File: config.mk
export PLATFORM = sky130hd
export DESIGN_NAME = rxeil_top
export DESIGN_NICKNAME = d
export VERILOG_FILES = /design/src/inc/rxeil_pkg.sv /design/src/core/rxeil_top.sv /design/src/core/rxeil_evt_map.sv /design/src/core/rxeil_wb_slave.sv
export SDC_FILE = /design/constraint.sdc
export NUM_CORES = 1
export LEC_CHECK = 0
export ABC_AREA = 1
export BUFFER_PORTS_ARGS = -buffer_cell sky130_fd_sc_hd__buf_2
export CAP_MARGIN = 5
export CORE_ASPECT_RATIO = 0.8
export CORE_MARGIN = 4
export CORE_UTILIZATION = 45
export CTS_CLUSTER_SIZE = 16
export DETAILED_ROUTE_END_ITERATION = 10
export PLACE_DENSITY = 0.78
export SLEW_MARGIN = 5
export SYNTH_ARGS = -nofsm -noshare
export SYNTH_HDL_FRONTEND = slang
export SYNTH_HIERARCHICAL = 1
export SYNTH_SLANG_ARGS = --single-unit
File: constraint.sdc
create_clock -name clk_i -period 1.5 [get_ports clk_i]
set_clock_uncertainty 0.1 [all_clocks]
set_input_delay 0.075 -clock clk_i [delete_from_list [all_inputs] [get_ports clk_i]]
set_output_delay 0.075 -clock clk_i [all_outputs]
set_load 0.02 [all_outputs]
File: src/inc/rxeil_pkg.sv
package rxeil_pkg;
	// ---------------------------------------------------------------
	// register map (byte addresses)
	// ---------------------------------------------------------------
	localparam logic [7:0]  ADR_STATUS_B    = 8'h64;
	localparam logic [7:0]  ADR_IRQ_ENABLE  = 8'h74;
	localparam logic [7:0]  ADR_REINIT_EN   = 8'h78;
	localparam logic [7:0]  ADR_STATUS_A    = 8'h60;

	// ---------------------------------------------------------------
	// second error register fields
	// ---------------------------------------------------------------
	localparam int          ST_B_W          = 10;
	localparam int          ST_A_W          = 9;
	localparam int          BIT_SYNC_LOST   = 0;
	localparam int          BIT_FRAME_ALIGN = 1;
	localparam int          BIT_LANE_ALIGN  = 2;
	localparam int          BIT_STRAY_CTRL  = 3;
	localparam int          BIT_NOT_IN_TBL  = 4;
	localparam int          BIT_DISPARITY   = 5;
	localparam int          BIT_NO_ALIGN_SQ = 6;
	localparam int          BIT_SPARE       = 7;
	localparam int          BIT_ECC_FIXED   = 8;
	localparam int          BIT_ECC_FATAL   = 9;

	// ---------------------------------------------------------------
	// enable register layout
	// ---------------------------------------------------------------
	localparam int          EN_B_LSB        = 11;
	localparam int          EN_B_MSB        = 20;
	localparam int          EN_A_LSB        = 1;
	localparam int          EN_A_MSB        = 8;
	localparam logic [31:0] IRQ_EN_RESET    = 32'h0017_F9FE;
	localparam logic [31:0] IRQ_EN_MASK     = 32'h001F_F9FE;
	localparam logic [31:0] REINIT_RESET    = 32'h0000_0902;
	localparam logic [31:0] REINIT_MASK     = 32'h001F_F9FE;

	// ---------------------------------------------------------------
	// carriers
	// ---------------------------------------------------------------
	typedef struct packed {
		logic        cyc;
		logic        stb;
		logic        we;
		logic [3:0]  sel;
		logic [7:0]  adr;
		logic [31:0] dat;
	} rxeil_wb_req_t;

	// msb first: member order matches the status bit positions
	typedef struct packed {
		logic        ecc_fatal;
		logic        ecc_fixed;
		logic        spare;
		logic        no_align_seq;
		logic        disparity;
		logic        not_in_table;
		logic        stray_ctrl;
		logic        lane_align;
		logic        frame_align;
		logic        sync_lost;
	} rxeil_evt_t;

	typedef enum logic [1:0] {
		WB_IDLE = 2'b01,
		WB_ACK  = 2'b10
	} rxeil_wb_st_t;
endpackage : rxeil_pkg

File: src/core/rxeil_top.sv
`timescale 1ns/100ps
`default_nettype none
module rxeil_top (
	// clock and reset
	input  wire  logic                          clk_i,
	input  wire  logic                          rst_i,
	// wishbone slave
	input  wire  logic                          wb_cyc_i,
	input  wire  logic                          wb_stb_i,
	input  wire  logic                          wb_we_i,
	input  wire  logic [3:0]                    wb_sel_i,
	input  wire  logic [7:0]                    wb_adr_i,
	input  wire  logic [31:0]                   wb_dat_i,
	output logic [31:0]                         wb_dat_o,
	output logic                                wb_ack_o,
	// error detector pulses, same clock
	input  wire  rxeil_pkg::rxeil_evt_t         evt_i,
	input  wire  logic                          ctrl_evt_i,
	input  wire  logic                          ctrl_is_a_i,
	input  wire  logic                          ctrl_is_f_i,
	input  wire  logic [rxeil_pkg::ST_A_W-1:0]  evt_a_i,
	// link side
	output logic                                irq_o,
	output logic                                sync_req_n_o,
	output logic                                realign_hold_o
);
	// ---------------------------------------------------------------
	// helpers
	// ---------------------------------------------------------------
	function automatic logic [31:0] merge_bytes(
		input logic [31:0] old_v,
		input logic [31:0] new_v,
		input logic [3:0]  sel
	);
		logic [31:0] r;
		r = old_v;
		for (int i = 0; i < 4; i++) begin
			if (sel[i])
				r[i*8 +: 8] = new_v[i*8 +: 8];
		end
		return r;
	endfunction : merge_bytes

	function automatic logic [31:0] lane_mask(input logic [3:0] sel);
		logic [31:0] m;
		m = '0;
		for (int i = 0; i < 4; i++) begin
			if (sel[i])
				m[i*8 +: 8] = 8'hFF;
		end
		return m;
	endfunction : lane_mask

	// ---------------------------------------------------------------
	// bus front end
	// ---------------------------------------------------------------
	rxeil_pkg::rxeil_wb_req_t req;
	logic                     wr_stb;
	logic                     rd_stb;

	assign req.cyc = wb_cyc_i;
	assign req.stb = wb_stb_i;
	assign req.we  = wb_we_i;
	assign req.sel = wb_sel_i;
	assign req.adr = wb_adr_i;
	assign req.dat = wb_dat_i;

	// ack leaves the slave flop as is: a second stage would let the
	// still-held request be taken twice
	rxeil_wb_slave u_wb (
		.clk_i (clk_i),
		.rst_i (rst_i),
		.req_i (req),
		.ack_o (wb_ack_o),
		.wr_o  (wr_stb),
		.rd_o  (rd_stb)
	);

	// ---------------------------------------------------------------
	// event mapping
	// ---------------------------------------------------------------
	logic [rxeil_pkg::ST_B_W-1:0] set_b;

	rxeil_evt_map u_map (
		.evt_i       (evt_i),
		.ctrl_evt_i  (ctrl_evt_i),
		.ctrl_is_a_i (ctrl_is_a_i),
		.ctrl_is_f_i (ctrl_is_f_i),
		.set_o       (set_b)
	);

	// ---------------------------------------------------------------
	// registers
	// ---------------------------------------------------------------
	logic [rxeil_pkg::ST_B_W-1:0] status_b;
	logic [rxeil_pkg::ST_A_W-1:0] status_a;
	logic [31:0]                  irq_enable;
	logic [31:0]                  reinit_enable;
	logic [31:0]                  wmask;
	logic                         wr_b;
	logic                         wr_a;
	logic                         wr_en;
	logic                         wr_re;

	assign wmask = lane_mask(wb_sel_i) & wb_dat_i;
	assign wr_b  = wr_stb & (wb_adr_i == rxeil_pkg::ADR_STATUS_B);
	assign wr_a  = wr_stb & (wb_adr_i == rxeil_pkg::ADR_STATUS_A);
	assign wr_en = wr_stb & (wb_adr_i == rxeil_pkg::ADR_IRQ_ENABLE);
	assign wr_re = wr_stb & (wb_adr_i == rxeil_pkg::ADR_REINIT_EN);

	// set wins over a write-one clear in the same cycle
	always_ff @(posedge clk_i) begin
		if (rst_i)
			status_b <= '0;
		else if (wr_b)
			status_b <= (status_b & ~wmask[rxeil_pkg::ST_B_W-1:0])
				| set_b;
		else
			status_b <= status_b | set_b;
	end

	// bit 0 of the companion register is reserved
	always_ff @(posedge clk_i) begin
		if (rst_i)
			status_a <= '0;
		else if (wr_a)
			status_a <= ((status_a & ~wmask[rxeil_pkg::ST_A_W-1:0])
				| evt_a_i) & 9'h1_FE;
		else
			status_a <= (status_a | evt_a_i) & 9'h1_FE;
	end

	always_ff @(posedge clk_i) begin
		if (rst_i)
			irq_enable <= rxeil_pkg::IRQ_EN_RESET;
		else if (wr_en)
			irq_enable <= merge_bytes(irq_enable, wb_dat_i, wb_sel_i)
				& rxeil_pkg::IRQ_EN_MASK;
	end

	always_ff @(posedge clk_i) begin
		if (rst_i)
			reinit_enable <= rxeil_pkg::REINIT_RESET;
		else if (wr_re)
			reinit_enable <= merge_bytes(reinit_enable, wb_dat_i,
				wb_sel_i) & rxeil_pkg::REINIT_MASK;
	end

	// ---------------------------------------------------------------
	// gating
	// ---------------------------------------------------------------
	logic [rxeil_pkg::ST_B_W-1:0] en_b;
	logic [rxeil_pkg::ST_B_W-1:0] re_b;
	logic [rxeil_pkg::ST_A_W-1:0] en_a;
	logic [rxeil_pkg::ST_A_W-1:0] re_a;
	logic                         next_irq;
	logic                         next_reinit;

	assign en_b = irq_enable[rxeil_pkg::EN_B_MSB:rxeil_pkg::EN_B_LSB];
	assign re_b = reinit_enable[rxeil_pkg::EN_B_MSB:rxeil_pkg::EN_B_LSB];
	assign en_a = irq_enable[rxeil_pkg::EN_A_MSB:0];
	assign re_a = reinit_enable[rxeil_pkg::EN_A_MSB:0];

	// a zero enable hides the bit from irq but it still logs
	assign next_irq = |(status_b & en_b) | |(status_a & en_a);

	// sync loss bypasses its reinit enable
	assign next_reinit = |(status_b & re_b) | |(status_a & re_a)
		| status_b[rxeil_pkg::BIT_SYNC_LOST];

	always_ff @(posedge clk_i) begin
		if (rst_i)
			irq_o <= 1'b0;
		else
			irq_o <= next_irq;
	end

	// active low request, held while any enabled bit stays logged
	always_ff @(posedge clk_i) begin
		if (rst_i)
			sync_req_n_o <= 1'b1;
		else
			sync_req_n_o <= ~next_reinit;
	end

	// alignment loss never realigns on the fly; lanes hold until its status bit is cleared
	always_ff @(posedge clk_i) begin
		if (rst_i)
			realign_hold_o <= 1'b0;
		else
			realign_hold_o <= status_b[rxeil_pkg::BIT_FRAME_ALIGN]
				| status_b[rxeil_pkg::BIT_LANE_ALIGN];
	end

	// ---------------------------------------------------------------
	// read data
	// ---------------------------------------------------------------
	logic [31:0] next_rdata;

	always_comb begin
		case (wb_adr_i)
			rxeil_pkg::ADR_STATUS_B:   next_rdata = {22'h0, status_b};
			rxeil_pkg::ADR_STATUS_A:   next_rdata = {23'h0, status_a};
			rxeil_pkg::ADR_IRQ_ENABLE: next_rdata = irq_enable;
			rxeil_pkg::ADR_REINIT_EN:  next_rdata = reinit_enable;
			default:                   next_rdata = '0;
		endcase
	end

	always_ff @(posedge clk_i) begin
		if (rst_i)
			wb_dat_o <= '0;
		else if (rd_stb)
			wb_dat_o <= next_rdata;
	end
endmodule : rxeil_top
`default_nettype wire

File: src/core/rxeil_evt_map.sv
`timescale 1ns/100ps
`default_nettype none
module rxeil_evt_map (
	// detector pulses
	input  wire  rxeil_pkg::rxeil_evt_t          evt_i,
	input  wire  logic                           ctrl_evt_i,
	input  wire  logic                           ctrl_is_a_i,
	input  wire  logic                           ctrl_is_f_i,
	// status set vector
	output logic [rxeil_pkg::ST_B_W-1:0]         set_o
);
	// ---------------------------------------------------------------
	// map detector events to status bits
	// ---------------------------------------------------------------
	always_comb begin
		set_o = '0;
		set_o[rxeil_pkg::BIT_SYNC_LOST]   = evt_i.sync_lost;
		set_o[rxeil_pkg::BIT_FRAME_ALIGN] = evt_i.frame_align
			| (ctrl_evt_i & (ctrl_is_f_i | ctrl_is_a_i));
		set_o[rxeil_pkg::BIT_LANE_ALIGN]  = evt_i.lane_align
			| (ctrl_evt_i & ctrl_is_a_i);
		set_o[rxeil_pkg::BIT_STRAY_CTRL]  = evt_i.stray_ctrl
			| (ctrl_evt_i & ~ctrl_is_a_i & ~ctrl_is_f_i);
		set_o[rxeil_pkg::BIT_NOT_IN_TBL]  = evt_i.not_in_table;
		set_o[rxeil_pkg::BIT_DISPARITY]   = evt_i.disparity;
		set_o[rxeil_pkg::BIT_NO_ALIGN_SQ] = evt_i.no_align_seq;
		set_o[rxeil_pkg::BIT_SPARE]       = evt_i.spare;
		set_o[rxeil_pkg::BIT_ECC_FIXED]   = evt_i.ecc_fixed;
		set_o[rxeil_pkg::BIT_ECC_FATAL]   = evt_i.ecc_fatal;
	end
endmodule : rxeil_evt_map
`default_nettype wire

File: src/core/rxeil_wb_slave.sv
`timescale 1ns/100ps
`default_nettype none
module rxeil_wb_slave (
	// clock and reset
	input  wire  logic                   clk_i,
	input  wire  logic                   rst_i,
	// bus side
	input  wire  rxeil_pkg::rxeil_wb_req_t req_i,
	output logic                         ack_o,
	// register side
	output logic                         wr_o,
	output logic                         rd_o
);
	// ---------------------------------------------------------------
	// one wait state, ack for one cycle per request
	// ---------------------------------------------------------------
	rxeil_pkg::rxeil_wb_st_t st;

	always_ff @(posedge clk_i) begin
		if (rst_i) begin
			st    <= rxeil_pkg::WB_IDLE;
			ack_o <= 1'b0;
		end else begin
			case (st)
				rxeil_pkg::WB_IDLE: begin
					ack_o <= req_i.cyc & req_i.stb;
					if (req_i.cyc & req_i.stb)
						st <= rxeil_pkg::WB_ACK;
				end
				rxeil_pkg::WB_ACK: begin
					ack_o <= 1'b0;
					st    <= rxeil_pkg::WB_IDLE;
				end
				default: begin
					ack_o <= 1'b0;
					st    <= rxeil_pkg::WB_IDLE;
				end
			endcase
		end
	end

	// strobes fire on the same edge that raises ack
	assign wr_o = (st == rxeil_pkg::WB_IDLE) & req_i.cyc & req_i.stb
		& req_i.we;
	assign rd_o = (st == rxeil_pkg::WB_IDLE) & req_i.cyc & req_i.stb
		& ~req_i.we;
endmodule : rxeil_wb_slave
`default_nettype wire

# [After elaboration in Yosys (flattened, before gate mapping)]
# Index checks and enable logic that the tools add are counted.
[totals] register_bits=93 out_inout_bits=36 word_cells=74
[classes] n_eq_ne=5 muxes=5 bitwise=39 reduce_logical=11
[op_table] op="case mux 21 bit (4 select lines)" count=1
[op_table] op="bitwise AND 10 bit" count=4
[op_table] op="== test 8 x 7 -> 1 bit (second input constant)" count=4
[op_table] op="bitwise AND 9 bit" count=3
[op_table] op="bitwise OR 10 bit" count=2
[op_table] op="OR reduction 10 bit" count=2
[op_table] op="bitwise OR 9 bit" count=2
[op_table] op="OR reduction 9 bit" count=2
[op_table] op="bitwise AND 1 bit" count=13
[op_table] op="AND reduction 2 bit" count=6
[op_table] op="2-to-1 mux 10 bit" count=1
[op_table] op="inverter 10 bit" count=1
[op_table] op="2-to-1 mux 9 bit" count=1
[op_table] op="inverter 9 bit" count=1
[op_table] op="2-to-1 mux 8 bit" count=1
[op_table] op="bitwise OR 1 bit" count=8
[op_table] op="inverter 1 bit" count=5
[op_table] op="== test 2 x 1 -> 1 bit (second input constant)" count=1
[op_table] op="2-to-1 mux 2 bit" count=1
[op_table] op="OR reduction 2 bit" count=1

# [Longest topological paths before layout]
# Gate-level depths: netlist (run 1).
[logic_depth] word_depth=6 mapped_depth=10 ltp_nobuf=10

# [Modules after synthesis]
# Netlist (run 1), hierarchy kept.
[modules_own_cells] mod="rxeil_top" n_inst=1 cells_per_inst=487 area_each_um2=3563.4
[modules_own_cells] mod="rxeil_wb_slave" n_inst=1 cells_per_inst=14 area_each_um2=108.9
[modules_own_cells] mod="rxeil_evt_map" n_inst=1 cells_per_inst=15 area_each_um2=87.6

# [Least setup slack after synthesis (run 1)]
# No wires, ideal clock.
[synth_path] path_type="reg-to-reg" start="register u_wb.st[1]" end="register reinit_enable[16]" setup_ps=120 arrival_ps=1358 t_required_ps=1280 slack_ps=-78 path_stages_with_launch=9 synth_period_minus_slack_ps=1578 cell_sequence="dfxtp_1 -> inv_1 -> nand2_1 -> nor3_1 -> inv_1 -> nor2_8 -> nand2_2 -> o21ai_1 -> a21oi_1"
[synth_via] elab_chain_len=6
[synth_lines] element="start, declared" line="rxeil_wb_slave.sv:17" source="rxeil_pkg::rxeil_wb_st_t st;"
[synth_lines] element="start signal, assigned" line="rxeil_wb_slave.sv:21" source="st <= rxeil_pkg::WB_IDLE;"
[synth_lines] element="start signal, assigned" line="rxeil_wb_slave.sv:28" source="st <= rxeil_pkg::WB_ACK;"
[synth_lines] element="start signal, assigned" line="rxeil_wb_slave.sv:32" source="st <= rxeil_pkg::WB_IDLE;"
[synth_lines] element="== test 2 x 1 -> 1 bit" line="rxeil_wb_slave.sv:43" source="assign wr_o = (st == rxeil_pkg::WB_IDLE) & req_i.cyc & req_i.stb"
[synth_lines] element="bitwise AND 1 bit (2 in a row)" line="rxeil_wb_slave.sv:43"
[synth_lines] element="bitwise AND 1 bit" line="rxeil_wb_slave.sv:44" source="& req_i.we;"
[synth_lines] element="net wr_stb" line="rxeil_top.sv:58" source="logic wr_stb;"
[synth_lines] element="bitwise AND 1 bit" line="rxeil_top.sv:109" source="assign wr_re = wr_stb & (wb_adr_i == rxeil_pkg::ADR_REINIT_EN);"
[synth_lines] element="AND reduction 2 bit (no source line)"
[synth_lines] element="end signal, assigned" line="rxeil_top.sv:143" source="reinit_enable <= rxeil_pkg::REINIT_RESET;"
[synth_lines] element="end signal, assigned" line="rxeil_top.sv:145" source="reinit_enable <= merge_bytes(reinit_enable, wb_dat_i,"
[synth_lines] element="end, declared" line="rxeil_top.sv:98" source="logic [31:0] reinit_enable;"
# The timed path passes the listed nets, and every way through them passes these cells.
# A chain may end at the register's enable or synchronous reset.

# [Worst setup path in the final report (run 1)]
# Ends and elaborated chain as after synthesis.

==> impl_summary.log, run 1 <==
INFO  metric nFillCells = 615
INFO  metric sequentialPowerShare = 0.485
INFO  metric synth.mux.area_fraction = 0
INFO  metric core = 8020 µm²
INFO  metric syn_inst = 516
INFO  metric logic_gate_share_of_total_power = 0.132
INFO  metric final.setup.tns = -2.61 ns
INFO  metric power.switching_fraction = 0.265
INFO  metric routed-via-count = 4,153
INFO  metric synth-compound-area-share = 0.181
INFO  metric timing.final.crit_period = 1.62 ns
INFO  metric syn_area_per_cell = 7.29 µm²
INFO  metric final_core_utilization = 0.698
INFO  metric fin_ws = -0.124 ns
INFO  metric synth_cell_type_count = 30
INFO  metric count_of_flip_flops_with_a_built_in_enable_after_synthesis = 0
INFO  metric gpl.final_weighted_congestion = 0.935
INFO  metric totalWireLength = 12.8 mm
INFO  metric adder_cell_fraction_of_synth_area = 0
INFO  metric wl_per_cell = 16.5 µm
INFO  metric detailedRoute.firstIterationViolations = 418
INFO  metric failed_checks = negative setup slack
INFO  metric ctsHtreeMaxLevel = 3
INFO  metric ys_seq_area_frac = 0.426
INFO  metric detail-route-antenna-nets = 0
INFO  metric yosys_warnings = 6
INFO  metric synth_xor_area_frac = 0
INFO  metric design.die.area = 9890 µm²
INFO  metric largest_net_degree_at_the_start_of_global_routing = 35
INFO  metric pre_cts_ws = -0.217 ns
INFO  metric final.hold.worst_slack = 0.0183 ns
INFO  metric grt_pass1_wl = 18.3 mm
INFO  metric clock_tree.root_cell = sky130_fd_sc_hd__clkbuf_8
INFO  metric power.switching = 0.00122 W
INFO  metric final_critical_path_share_of_the_clock_period = 1.08
INFO  metric power.ir.vdd_worst = 0.504 mV
INFO  metric setup_viol_count_final = 50
INFO  metric fin_total_pwr = 0.00461 W
INFO  metric synthFlopType = sky130_fd_sc_hd__dfxtp_1
INFO  metric p_clk_frac = 0.383
INFO  metric critPathLaunchType = register
INFO  metric first_global_vias = 3,755
INFO  metric die_y = 89.8 µm
INFO  metric number_of_diodes = 0
INFO  metric max_cap_violations = 0
INFO  metric timing.critical_path.to_type = register
INFO  metric worstSkewPairLatency = 0.36 ns
INFO  metric min_path_type = primary input to register
INFO  metric track_usage = 0.236
INFO  metric async_flop_share = 0
INFO  metric post_synth_main_area_contributors = sky130_fd_sc_hd__dfxtp_1, sky130_fd_sc_hd__nand2_1, sky130_fd_sc_hd__a21oi_1
INFO  metric drt_first_pass_iters = 5
INFO  metric netlist_top_cells_count = sky130_fd_sc_hd__nand2_1, sky130_fd_sc_hd__dfxtp_1, sky130_fd_sc_hd__a21oi_1
INFO  metric rows = 29
INFO  metric clock_sink_count = 80
INFO  metric post_synth_and_or_nand_nor_area_fraction = 0.284
INFO  metric floorplan.initialDensity = 0.469
INFO  metric drive_gt1_frac = 0.357
INFO  metric power_leakage = 2.63 nW
INFO  metric detail_route.vias_per_cell = 5.37
INFO  metric max-clock-path-buffers = 2
INFO  metric gr-total-overflow = 0
INFO  metric dp_hpwl = 8.32 mm
INFO  metric synthesis.area = 3760 µm²
INFO  metric synth_largest_type_area_fraction = 0.426
INFO  metric cts.clk_slew.worst_paths = 0.09 ns
INFO  metric synth_area_leader_cell = sky130_fd_sc_hd__dfxtp_1
INFO  metric num_io_pins = 107
INFO  metric main_combinational_cell_family_by_area_after_synthesis = simple AND/OR/NAND/NOR gates
INFO  metric die-width = 110 µm
INFO  metric cts_tree = built
INFO  metric synth.ff_latch_count = 80
INFO  metric fin_nets = 732
INFO  metric worst-endpoint-required = 1.64 ns
INFO  metric finalHoldViolations = 0
INFO  metric clock_buffers_created_by_tritoncts = 9
INFO  metric grt_antenna_before_repair = 0
INFO  metric worstSetupPathType = register to register
INFO  metric drc = 0
INFO  metric internal_power = 0.00338 W
INFO  metric rsz0062_at_grt = yes
INFO  metric synth.most_common_cell = sky130_fd_sc_hd__nand2_1
INFO  metric report.final.slew_viol_count = 0
INFO  metric critical_path.max_fanout = 5
INFO  metric result_of_the_run = finished, violations left
INFO  metric area_delta_synth_final = 49.0%
INFO  metric port_buffers = 80
INFO  metric power_per_cell_area = 822 nW/µm²
INFO  metric timing.critical_path.arrival = 1.77 ns
INFO  metric fmax = 616 MHz
==> path summary, 6_finish.rpt <==
kind / from / end / slack [ns] / cells after the start
worst max-delay path: u_wb/st[1] / reinit_enable[16] / -0.12 / 8
worst min-delay path: ctrl_evt_i / status_b[2] / 0.02 / 4
worst max register to register: u_wb/st[1] / reinit_enable[16] / -0.12 / 8
worst min register to register: wb_dat_o[7] / wb_dat_o[7] / 0.37 / 2
==> power by group through the flow <==
stage          Combinational (W)  Sequential, W  Clock (W)
2_1_floorplan           0.000260        0.00226          0
3_5_place_dp            0.000405        0.00227          0
4_1_cts                 0.000501        0.00222    0.00176
3_3_place_gp            0.000394        0.00227          0
6_report                0.000608        0.00223    0.00176
5_1_grt                 0.000654        0.00224    0.00186
==> worst max-delay path, cell delays in order (launching register included) <==
cell and delay, ns:
sky130_fd_sc_hd__dfxtp_2 0.32, sky130_fd_sc_hd__inv_2 0.06, sky130_fd_sc_hd__nand2_4 0.06, sky130_fd_sc_hd__nor3_4 0.29, sky130_fd_sc_hd__inv_2 0.11, sky130_fd_sc_hd__nor2_8 0.22, sky130_fd_sc_hd__nand2_4 0.11, sky130_fd_sc_hd__o21ai_1 0.19
sky130_fd_sc_hd__a21oi_2 0.04
==> sequential cells by signal, summed over array words and instances (netlist names) <==
signal          cells
realign_hold_o      1
status_a            8
reinit_enable      18
irq_enable         18
u_wb/ack_o          1
wb_dat_o           20
irq_o               1
status_b           10
u_wb/st             2
sync_req_n_o        1
==> repair_timing <==
item                                   4_1_cts  5_1_grt
pin swaps                                    5       36
hold buffers                                42        0
endpoints found under the hold margin       54        0
setup endpoints to repair                   62       69
resized for setup                           15      145
cloned                                       1        6
setup buffers                                1        7
==> per-stage QoR <==
stage | area [µm²] | instances
floorplan | 3810 | 527
global placement | 4310 | 702
detailed placement | 4310 | 702
CTS | 5000 | 762
global route | 5600 | 774
finish | 5600 | 774
==> cell usage in the layout, fill, tap and decap left out, types with 3 or more instances in the layout <==
cell type,netlist,final
sky130_fd_sc_hd__a21oi_1,49,27
sky130_fd_sc_hd__a21oi_2,0,22
sky130_fd_sc_hd__a22o_1,7,7
sky130_fd_sc_hd__buf_2,5,80
sky130_fd_sc_hd__buf_4,19,20
sky130_fd_sc_hd__buf_6,1,7
sky130_fd_sc_hd__clkbuf_8,0,9
sky130_fd_sc_hd__clkinv_2,1,3
sky130_fd_sc_hd__conb_1,1,12
sky130_fd_sc_hd__dfxtp_1,80,78
sky130_fd_sc_hd__dlygate4sd3_1,0,42
sky130_fd_sc_hd__inv_1,44,41
sky130_fd_sc_hd__inv_2,4,4
sky130_fd_sc_hd__inv_6,0,3
sky130_fd_sc_hd__nand2_1,121,94
sky130_fd_sc_hd__nand2_2,7,16
sky130_fd_sc_hd__nand2_4,4,19
sky130_fd_sc_hd__nand2_8,0,4
sky130_fd_sc_hd__nand3_1,40,39
sky130_fd_sc_hd__nand4_1,4,4
sky130_fd_sc_hd__nor2_1,33,31
sky130_fd_sc_hd__nor2_2,1,3
sky130_fd_sc_hd__nor2_8,5,5
sky130_fd_sc_hd__nor3_1,5,3
sky130_fd_sc_hd__o211ai_1,10,10
sky130_fd_sc_hd__o21ai_0,36,9
sky130_fd_sc_hd__o21ai_1,21,26
sky130_fd_sc_hd__o21ai_2,0,21
==> routing by layer <==
| layer | track usage | part of all wire | vias to the layer above |
|---|---|---|---|
| met2 | 0.364 | 0.46 | 243 |
| met3 | 0.0501 | 0.10 | 44 |
| li1 | - | - | 1959 |
| met5 | 0 | 0 | - |
| met4 | 0.0718 | 0.026 | 0 |
| met1 | 0.328 | 0.41 | 1907 |
==> cell type report <==
cell class                 count  area (µm²)  share of cell area
clock inverter                 7        95.1              0.0170
timing repair inverter         3        43.8             0.00782
sequential                    80        1600               0.286
tap                          108         135              0.0241
multi-input combinational    363        2210               0.395
timing repair buffer         154        1150               0.206
inverter                      50         233              0.0416
clock buffer                   9         124              0.0221
==> cell families after synthesis <==
logic type | Yosys count
DFF | 80
buffers and inverters | 85
and+or+nand+nor | 225
other | 1
AOI/OAI and AO/OA | 125
No activity file was read; power rests on OpenSTA's default activity.
==> run 2, diff against run 1 <==
Settings changed: CORE_ASPECT_RATIO 0.8 to 0.75, CTS_CLUSTER_DIAMETER set to 50.
==> run 2 against run 1 <==
  * The flow still finishes with violations (negative setup slack)
  * Wire length decreased by 4.2%
  * Via count decreased by 3.8%
  * Register-to-register slack gained 0.04 ns
  * Die area hardly changed
  * Combinational power down 7.4%
  * Power decreased by 2.5%
  * Utilization is 5.2 points lower
  * Maximum frequency up 2.4%
  * Sequential power barely moved
  * First-iteration DRC count fell by 8.9%
  * Sequential cell count unchanged
  * Cell count decreased by 1.3%
  * Critical endpoint is now wb_dat_o[6]
==> impl_summary.log, run 2 (synthesis results as in run 1) <==
INFO  metric worst-endpoint-required = 1.64 ns (about the same)
INFO  metric fin_total_pwr = 0.00449 W (-2.5%)
INFO  metric area_delta_synth_final = 38.0%
INFO  metric critPathLaunchType = register
INFO  metric finalHoldViolations = 0 (unchanged)
INFO  metric setup_viol_count_final = 27 (-46%)
INFO  metric grt_pass1_wl = 19.2 mm (+5.2%)
INFO  metric timing.critical_path.arrival = 1.72 ns (-0.05 ns)
INFO  metric post_dp_cell_area = 4320 µm² (+0.15%)
INFO  metric tightest_slew = 0.493 ns
INFO  metric routed-via-count = 3,995 (-3.8%)
INFO  metric ctsHtreeMaxLevel = 3 (unchanged)
INFO  metric max-clock-path-buffers = 2 (unchanged)
INFO  metric power_leakage = 2.58 nW (-2.0%)
INFO  metric registers.top_by_ff_count = wb_dat_o
INFO  metric clock_buffers_created_by_tritoncts = 9 (unchanged)
INFO  metric fmax = 631 MHz (+2.4%)
INFO  metric floorplan.initialDensity = 0.469 (about the same)
INFO  metric dp_hpwl = 8.53 mm (+2.5%)
INFO  metric fin_nets = 725 (-0.96%)
INFO  metric cts.clk_slew.worst_paths = 0.09 ns (about the same)
INFO  metric cts_tree = built
INFO  metric largest_register_ffs = 20 (unchanged)
INFO  metric worstSetupPathType = register to register
INFO  metric detail-route-antenna-nets = 0 (unchanged)
INFO  metric drt_first_pass_iters = 5 (unchanged)
INFO  metric power.switching = 0.00123 W (+0.76%)
INFO  metric core = 8020 µm² (about the same)
INFO  metric critical_path.max_fanout = 18 (+13)
INFO  metric totalWireLength = 12.2 mm (-4.2%)
INFO  metric drc = 0 (unchanged)
INFO  metric largest_net_degree_at_the_start_of_global_routing = 35 (unchanged)
INFO  metric report.final.slew_viol_count = 0 (unchanged)
INFO  metric num_io_pins = 107 (unchanged)
INFO  metric grt_antenna_before_repair = 0 (unchanged)
INFO  metric timing.slew.headroom = 0.668
INFO  metric layout.cell_area.non_filler = 5190 µm² (-7.4%)
INFO  metric die-width = 114 µm (+3.0%)
INFO  metric fin_ws = -0.0858 ns (+0.0382 ns)
INFO  metric track_usage = 0.252 (+0.0165)
INFO  metric timing.final.crit_period = 1.59 ns (-0.0382 ns)
INFO  metric sequentialPowerShare = 0.497 (+0.012)
INFO  metric p_clk_frac = 0.378 (-0.005)
INFO  metric power_per_cell_area = 866 nW/µm² (+5.3%)
INFO  metric layout_common_cells = sky130_fd_sc_hd__nand2_1, sky130_fd_sc_hd__buf_2, sky130_fd_sc_hd__dfxtp_1
INFO  metric number_of_diodes = 0 (unchanged)
INFO  metric worstSkewPairLatency = 0.36 ns (about the same)
INFO  metric leading_registers_by_flop_count = wb_dat_o (20), irq_enable (18), reinit_enable (18)
INFO  metric power.ir.vdd_worst = 0.530 mV (+5.0%)
INFO  metric clock_tree.root_cell = sky130_fd_sc_hd__clkbuf_8
INFO  metric timing.critical_path.to_type = register
INFO  metric numPlacedInstances = 702 (unchanged)
INFO  metric clock_sink_count = 80 (unchanged)
INFO  metric final.setup.tns = -1.44 ns (+1.17 ns)
INFO  metric rsz0062_at_grt = yes
INFO  metric final_critical_path_share_of_the_clock_period = 1.06 (-0.0254)
INFO  metric wl_per_cell = 16.0 µm (-2.9%)
INFO  metric gpl.final_weighted_congestion = 0.967 (+3.3%)
INFO  metric result_of_the_run = finished, violations left
INFO  metric drive_gt1_frac = 0.291 (-0.0660)
INFO  metric most_frequent_standard_cell_in_the_layout_excluding_fill_and_tap_cells = sky130_fd_sc_hd__nand2_1
INFO  metric detail_route.vias_per_cell = 5.23 (-2.5%)
INFO  metric design.die.area = 9900 µm² (about the same)
INFO  metric failed_checks = negative setup slack
INFO  metric logic_gate_share_of_total_power = 0.125 (-0.007)
INFO  metric first_global_vias = 3,753 (-0.053%)
INFO  metric final.hold.worst_slack = 0.00135 ns (-0.0169 ns)
INFO  metric detailedRoute.firstIterationViolations = 381 (-8.9%)
INFO  metric die_y = 87.2 µm (-2.9%)
INFO  metric power.switching_fraction = 0.274 (+0.00878)
INFO  metric max_cap_violations = 0 (unchanged)
INFO  metric rows = 28 (-3.4%)
INFO  metric port_buffers = 80 (unchanged)
INFO  metric internal_power = 0.00326 W (-3.6%)
INFO  metric gr-total-overflow = 0 (unchanged)
INFO  metric finalNonFillerCells = 764 (-1.3%)
INFO  metric min_path_type = primary input to register
[run 2: timing repair]
item / in CTS / in global routing
gates resized for setup: 3 / 73
hold buffers: 42 / 0
gates cloned: 0 / 1
buffers inserted: 0 / 4
hold endpoints to repair: 55 / 0
endpoints found under the setup margin: 26 / 68
pin swaps: 0 / 16
[run 2: area by class of cell]
type / instances / area, µm²
Multi-Input combinational cell: 362 / 1960
Timing Repair Buffer: 151 / 1080
Clock buffer: 10 / 138
Tap cell: 105 / 131
Inverter: 50 / 201
Clock inverter: 6 / 73.8
Fill cell: 694 / 2840
Sequential cell: 80 / 1600
[run 2: critical path: stages, from the launching register on]
cell and delay (ns):
sky130_fd_sc_hd__dfxtp_1 0.31, sky130_fd_sc_hd__inv_1 0.06, sky130_fd_sc_hd__nand2_2 0.08, sky130_fd_sc_hd__buf_6 0.13, sky130_fd_sc_hd__nor3_4 0.27, sky130_fd_sc_hd__buf_6 0.20, sky130_fd_sc_hd__buf_12 0.12, sky130_fd_sc_hd__inv_12 0.05
sky130_fd_sc_hd__nand2_1 0.06, sky130_fd_sc_hd__a21oi_1 0.06
[run 2: worst paths after layout]
kind | depth (start not counted) | start | endpoint | slack, ns
worst max-delay path | 9 | u_wb/st[1] | wb_dat_o[6] | -0.09
worst min-delay path | 3 | wb_sel_i[2] | reinit_enable[20] | 0.001
worst max register to register | 9 | u_wb/st[1] | wb_dat_o[6] | -0.09
worst min register to register | 2 | wb_dat_o[19] | wb_dat_o[19] | 0.36
[run 2: power by group through the flow]
stage	Combinational [W]	Sequential, W	Clock (W)
2_1_floorplan	0.000260	0.00226	0
3_3_place_gp	0.000408	0.00227	0
3_5_place_dp	0.000417	0.00227	0
4_1_cts	0.000504	0.00222	0.00172
5_1_grt	0.000613	0.00223	0.00181
6_report	0.000563	0.00223	0.00170
[run 2: per-stage QoR]
step,utilization,worst slack [ns]
floorplan,-,-0.0375
global placement,0.538,-0.0217
detailed placement,0.538,-0.0836
CTS,0.618,0.000378
global route,0.647,-0.123
finish,0.647,-0.0858
[run 2: per-layer routing]
metal | global-route usage | share of wire
met3 | 0.0722 | 0.11
met4 | 0.0939 | 0.020
met1 | 0.348 | 0.43
met5 | 0 | 0
met2 | 0.375 | 0.44
==> run 3, diff against run 2 <==
Settings changed: PLACE_DENSITY 0.78 to 0.83.
Clock period 1.5 ns to 1.3 ns, I/O delays scaled along.
==> run 3 against run 2 <==
  * The flow still finishes with violations (negative setup slack)
  * Largest power group unchanged
  * Highest routed layer unchanged
  * Power rose by 11%
  * Count of clock-buffer cells in the layout fell by 1
  * Sequential power rose by 15%
  * Via count rose by 3.9%
==> impl_summary.log, run 3 (synthesis results as in run 1) <==
INFO  metric setup_viol_count_final = 74 (+170%)
INFO  metric timing.critical_path.arrival = 1.73 ns (about the same)
INFO  metric numPlacedInstances = 708 (+0.85%)
INFO  metric fmax = 649 MHz (+2.9%)
INFO  metric logic_gate_share_of_total_power = 0.141 (+0.016)
INFO  metric critical_path.max_stage_delay = 0.33 ns (+0.02 ns)
INFO  metric power_per_cell_area = 909 nW/µm² (+5.0%)
INFO  metric critical_path_cell_by_cell = inv_2, nand2_4, nor3_4, inv_2, nor2_8, nand2_4, inv_4, nor2_1, nor2_1
INFO  metric path_buf_inv = 3 (-2)
INFO  metric power.ir.vdd_worst = 0.577 mV (+8.9%)
INFO  metric timing.critical_path.to_type = register
INFO  metric worstSetupPathType = register to register
INFO  metric sequentialPowerShare = 0.515 (+0.018)
INFO  metric drt_first_pass_iters = 5 (unchanged)
INFO  metric rsz0062_at_grt = yes
INFO  metric post_dp_cell_area = 4430 µm² (+2.6%)
INFO  metric gr-total-overflow = 0 (unchanged)
INFO  metric detailedRoute.firstIterationViolations = 435 (+14%)
INFO  metric nFillCells = 654 (-5.8%)
INFO  metric grt_pass1_wl = 19.0 mm (-0.97%)
INFO  metric clock_tree.root_cell = sky130_fd_sc_hd__clkbuf_8
INFO  metric first_global_vias = 3,753 (unchanged)
INFO  metric final-seq-area = 1600 µm² (+0.16%)
INFO  metric wl_per_cell = 16.7 µm (+4.6%)
INFO  metric worst-endpoint-required = 1.49 ns (-0.15 ns)
INFO  metric max-clock-path-buffers = 2 (unchanged)
INFO  metric timing.final.crit_period = 1.54 ns (-0.0449 ns)
INFO  metric cts_tree = built
INFO  metric combined_area_of_the_multi_input_logic_cells = 2100 µm² (+6.9%)
INFO  metric power_leakage = 2.65 nW (+2.6%)
INFO  metric clock_sink_count = 80 (unchanged)
INFO  metric number_of_diodes = 0 (unchanged)
INFO  metric die_y = 87.2 µm (unchanged)
INFO  metric critical_path.max_fanout = 8 (-10)
INFO  metric worstSkewPairLatency = 0.36 ns (about the same)
INFO  metric ctsHtreeMaxLevel = 3 (unchanged)
INFO  metric clock_buffers_created_by_tritoncts = 9 (unchanged)
INFO  metric most_frequent_standard_cell_in_the_layout_excluding_fill_and_tap_cells = sky130_fd_sc_hd__nand2_1
INFO  metric cts.clk_slew.worst_paths = 0.09 ns (about the same)
INFO  metric failed_checks = negative setup slack
INFO  metric min_path_type = primary input to register
INFO  metric layout.cell_area.non_filler = 5500 µm² (+6.0%)
INFO  metric fin_ws = -0.241 ns (-0.155 ns)
INFO  metric max_cap_violations = 0 (unchanged)
INFO  metric critPathSlowestCell = sky130_fd_sc_hd__dfxtp_2
INFO  metric grt_antenna_before_repair = 0 (unchanged)
INFO  metric design.die.area = 9900 µm² (unchanged)
INFO  metric critical-path-top-delay-family = simple AND/OR/NAND/NOR gates
INFO  metric dp_hpwl = 8.54 mm (+0.10%)
INFO  metric core = 8020 µm² (unchanged)
INFO  metric internal_power = 0.00354 W (+8.7%)
INFO  metric routed-via-count = 4,151 (+3.9%)
INFO  metric detail_route.vias_per_cell = 5.35 (+2.3%)
INFO  metric drive_gt1_frac = 0.343 (+0.0514)
INFO  metric final.setup.tns = -11.60 ns (-10.15 ns)
INFO  metric finalNonFillerCells = 776 (+1.6%)
INFO  metric layout_common_cells = sky130_fd_sc_hd__nand2_1, sky130_fd_sc_hd__buf_2, sky130_fd_sc_hd__dfxtp_1
INFO  metric registers.top_by_ff_count = wb_dat_o
INFO  metric track_usage = 0.247 (-0.00459)
INFO  metric area_delta_synth_final = 46.3%
INFO  metric floorplan.initialDensity = 0.469 (unchanged)
INFO  metric die-width = 114 µm (unchanged)
INFO  metric power.switching = 0.00145 W (+18%)
INFO  metric power.switching_fraction = 0.291 (+0.0171)
INFO  metric largest_net_degree_at_the_start_of_global_routing = 35 (unchanged)
INFO  metric totalWireLength = 13.0 mm (+6.2%)
INFO  metric rows = 28 (unchanged)
INFO  metric gpl.final_weighted_congestion = 0.865 (-10%)
INFO  metric finalHoldViolations = 0 (unchanged)
INFO  metric p_clk_frac = 0.344 (-0.034)
INFO  metric final_critical_path_share_of_the_clock_period = 1.19 (+0.128)
INFO  metric drc = 0 (unchanged)
INFO  metric critPathLaunchType = register
INFO  metric largest_register_ffs = 20 (unchanged)
INFO  metric port_buffers = 80 (unchanged)
INFO  metric fin_nets = 737 (+1.7%)
INFO  metric leading_registers_by_flop_count = wb_dat_o (20), irq_enable (18), reinit_enable (18)
INFO  metric detail-route-antenna-nets = 0 (unchanged)
INFO  metric report.final.slew_viol_count = 0 (unchanged)
INFO  metric result_of_the_run = finished, violations left
INFO  metric num_io_pins = 107 (unchanged)
-- run 3: power groups by stage --
stage / logic (W) / clock network, W / registers, W
global route: 0.000761 / 0.00183 / 0.00258
floorplan: 0.000308 / 0 / 0.00261
global placement: 0.000500 / 0 / 0.00262
finish: 0.000707 / 0.00172 / 0.00257
detailed placement: 0.000508 / 0 / 0.00262
CTS: 0.000629 / 0.00172 / 0.00256
-- run 3: path summary, 6_finish.rpt --
kind	to	slack, ns	cells after the start	start
setup / recovery	reinit_enable[13]	-0.24	9	u_wb/st[1]
setup reg to reg	reinit_enable[13]	-0.24	9	u_wb/st[1]
hold reg to reg	wb_dat_o[18]	0.36	2	wb_dat_o[18]
hold / removal	u_wb/st[1]	0.06	4	wb_stb_i
-- run 3: worst reg2reg max path: cells and delay by family, from the launching register on --
| family | cells | cell delay (ns) |
|---|---|---|
| flip-flops | 1 | 0.33 |
| buffers and inverters | 3 | 0.26 |
| AND/OR/NAND/NOR | 6 | 0.79 |
-- run 3: stage by stage --
step                      setup WS [ns]  utilization  power, W  hold WS, ns
after global routing             -0.286        0.686   0.00516       0.0560
final                            -0.241        0.686   0.00500       0.0578
after CTS                        -0.170        0.644   0.00491       0.0294
after detailed placement         -0.215        0.552   0.00313        0.205
after global placement           -0.199        0.552   0.00312        0.200
after floorplan                 -0.0404            -   0.00292       0.0443
-- run 3: layer usage --
metal | up-vias | part of all wire | GRT usage
li1 | 1981 | - | -
met1 | 1900 | 0.42 | 0.331
met2 | 241 | 0.45 | 0.392
met3 | 29 | 0.11 | 0.0757
met4 | 0 | 0.019 | 0.0633
met5 | - | 0 | 0
-- run 3: layout make-up --
type / instances / share of cell area
Clock buffer: 9 / 0.0225
Sequential cell: 80 / 0.292
Timing Repair inverter: 1 / 0.00159
Clock inverter: 7 / 0.0100
Multi-Input combinational cell: 362 / 0.382
Inverter: 50 / 0.0403
Timing Repair Buffer: 162 / 0.228
Tap cell: 105 / 0.0239
-- run 3: timing repair --
action / 4_1_cts / 5_1_grt
resized for setup: 56 / 65
hold endpoints to repair: 51 / 0
setup endpoints to repair: 74 / 75
buffers inserted: 1 / 4
gates cloned: 0 / 5
hold buffers: 43 / 0
pin swaps: 4 / 22
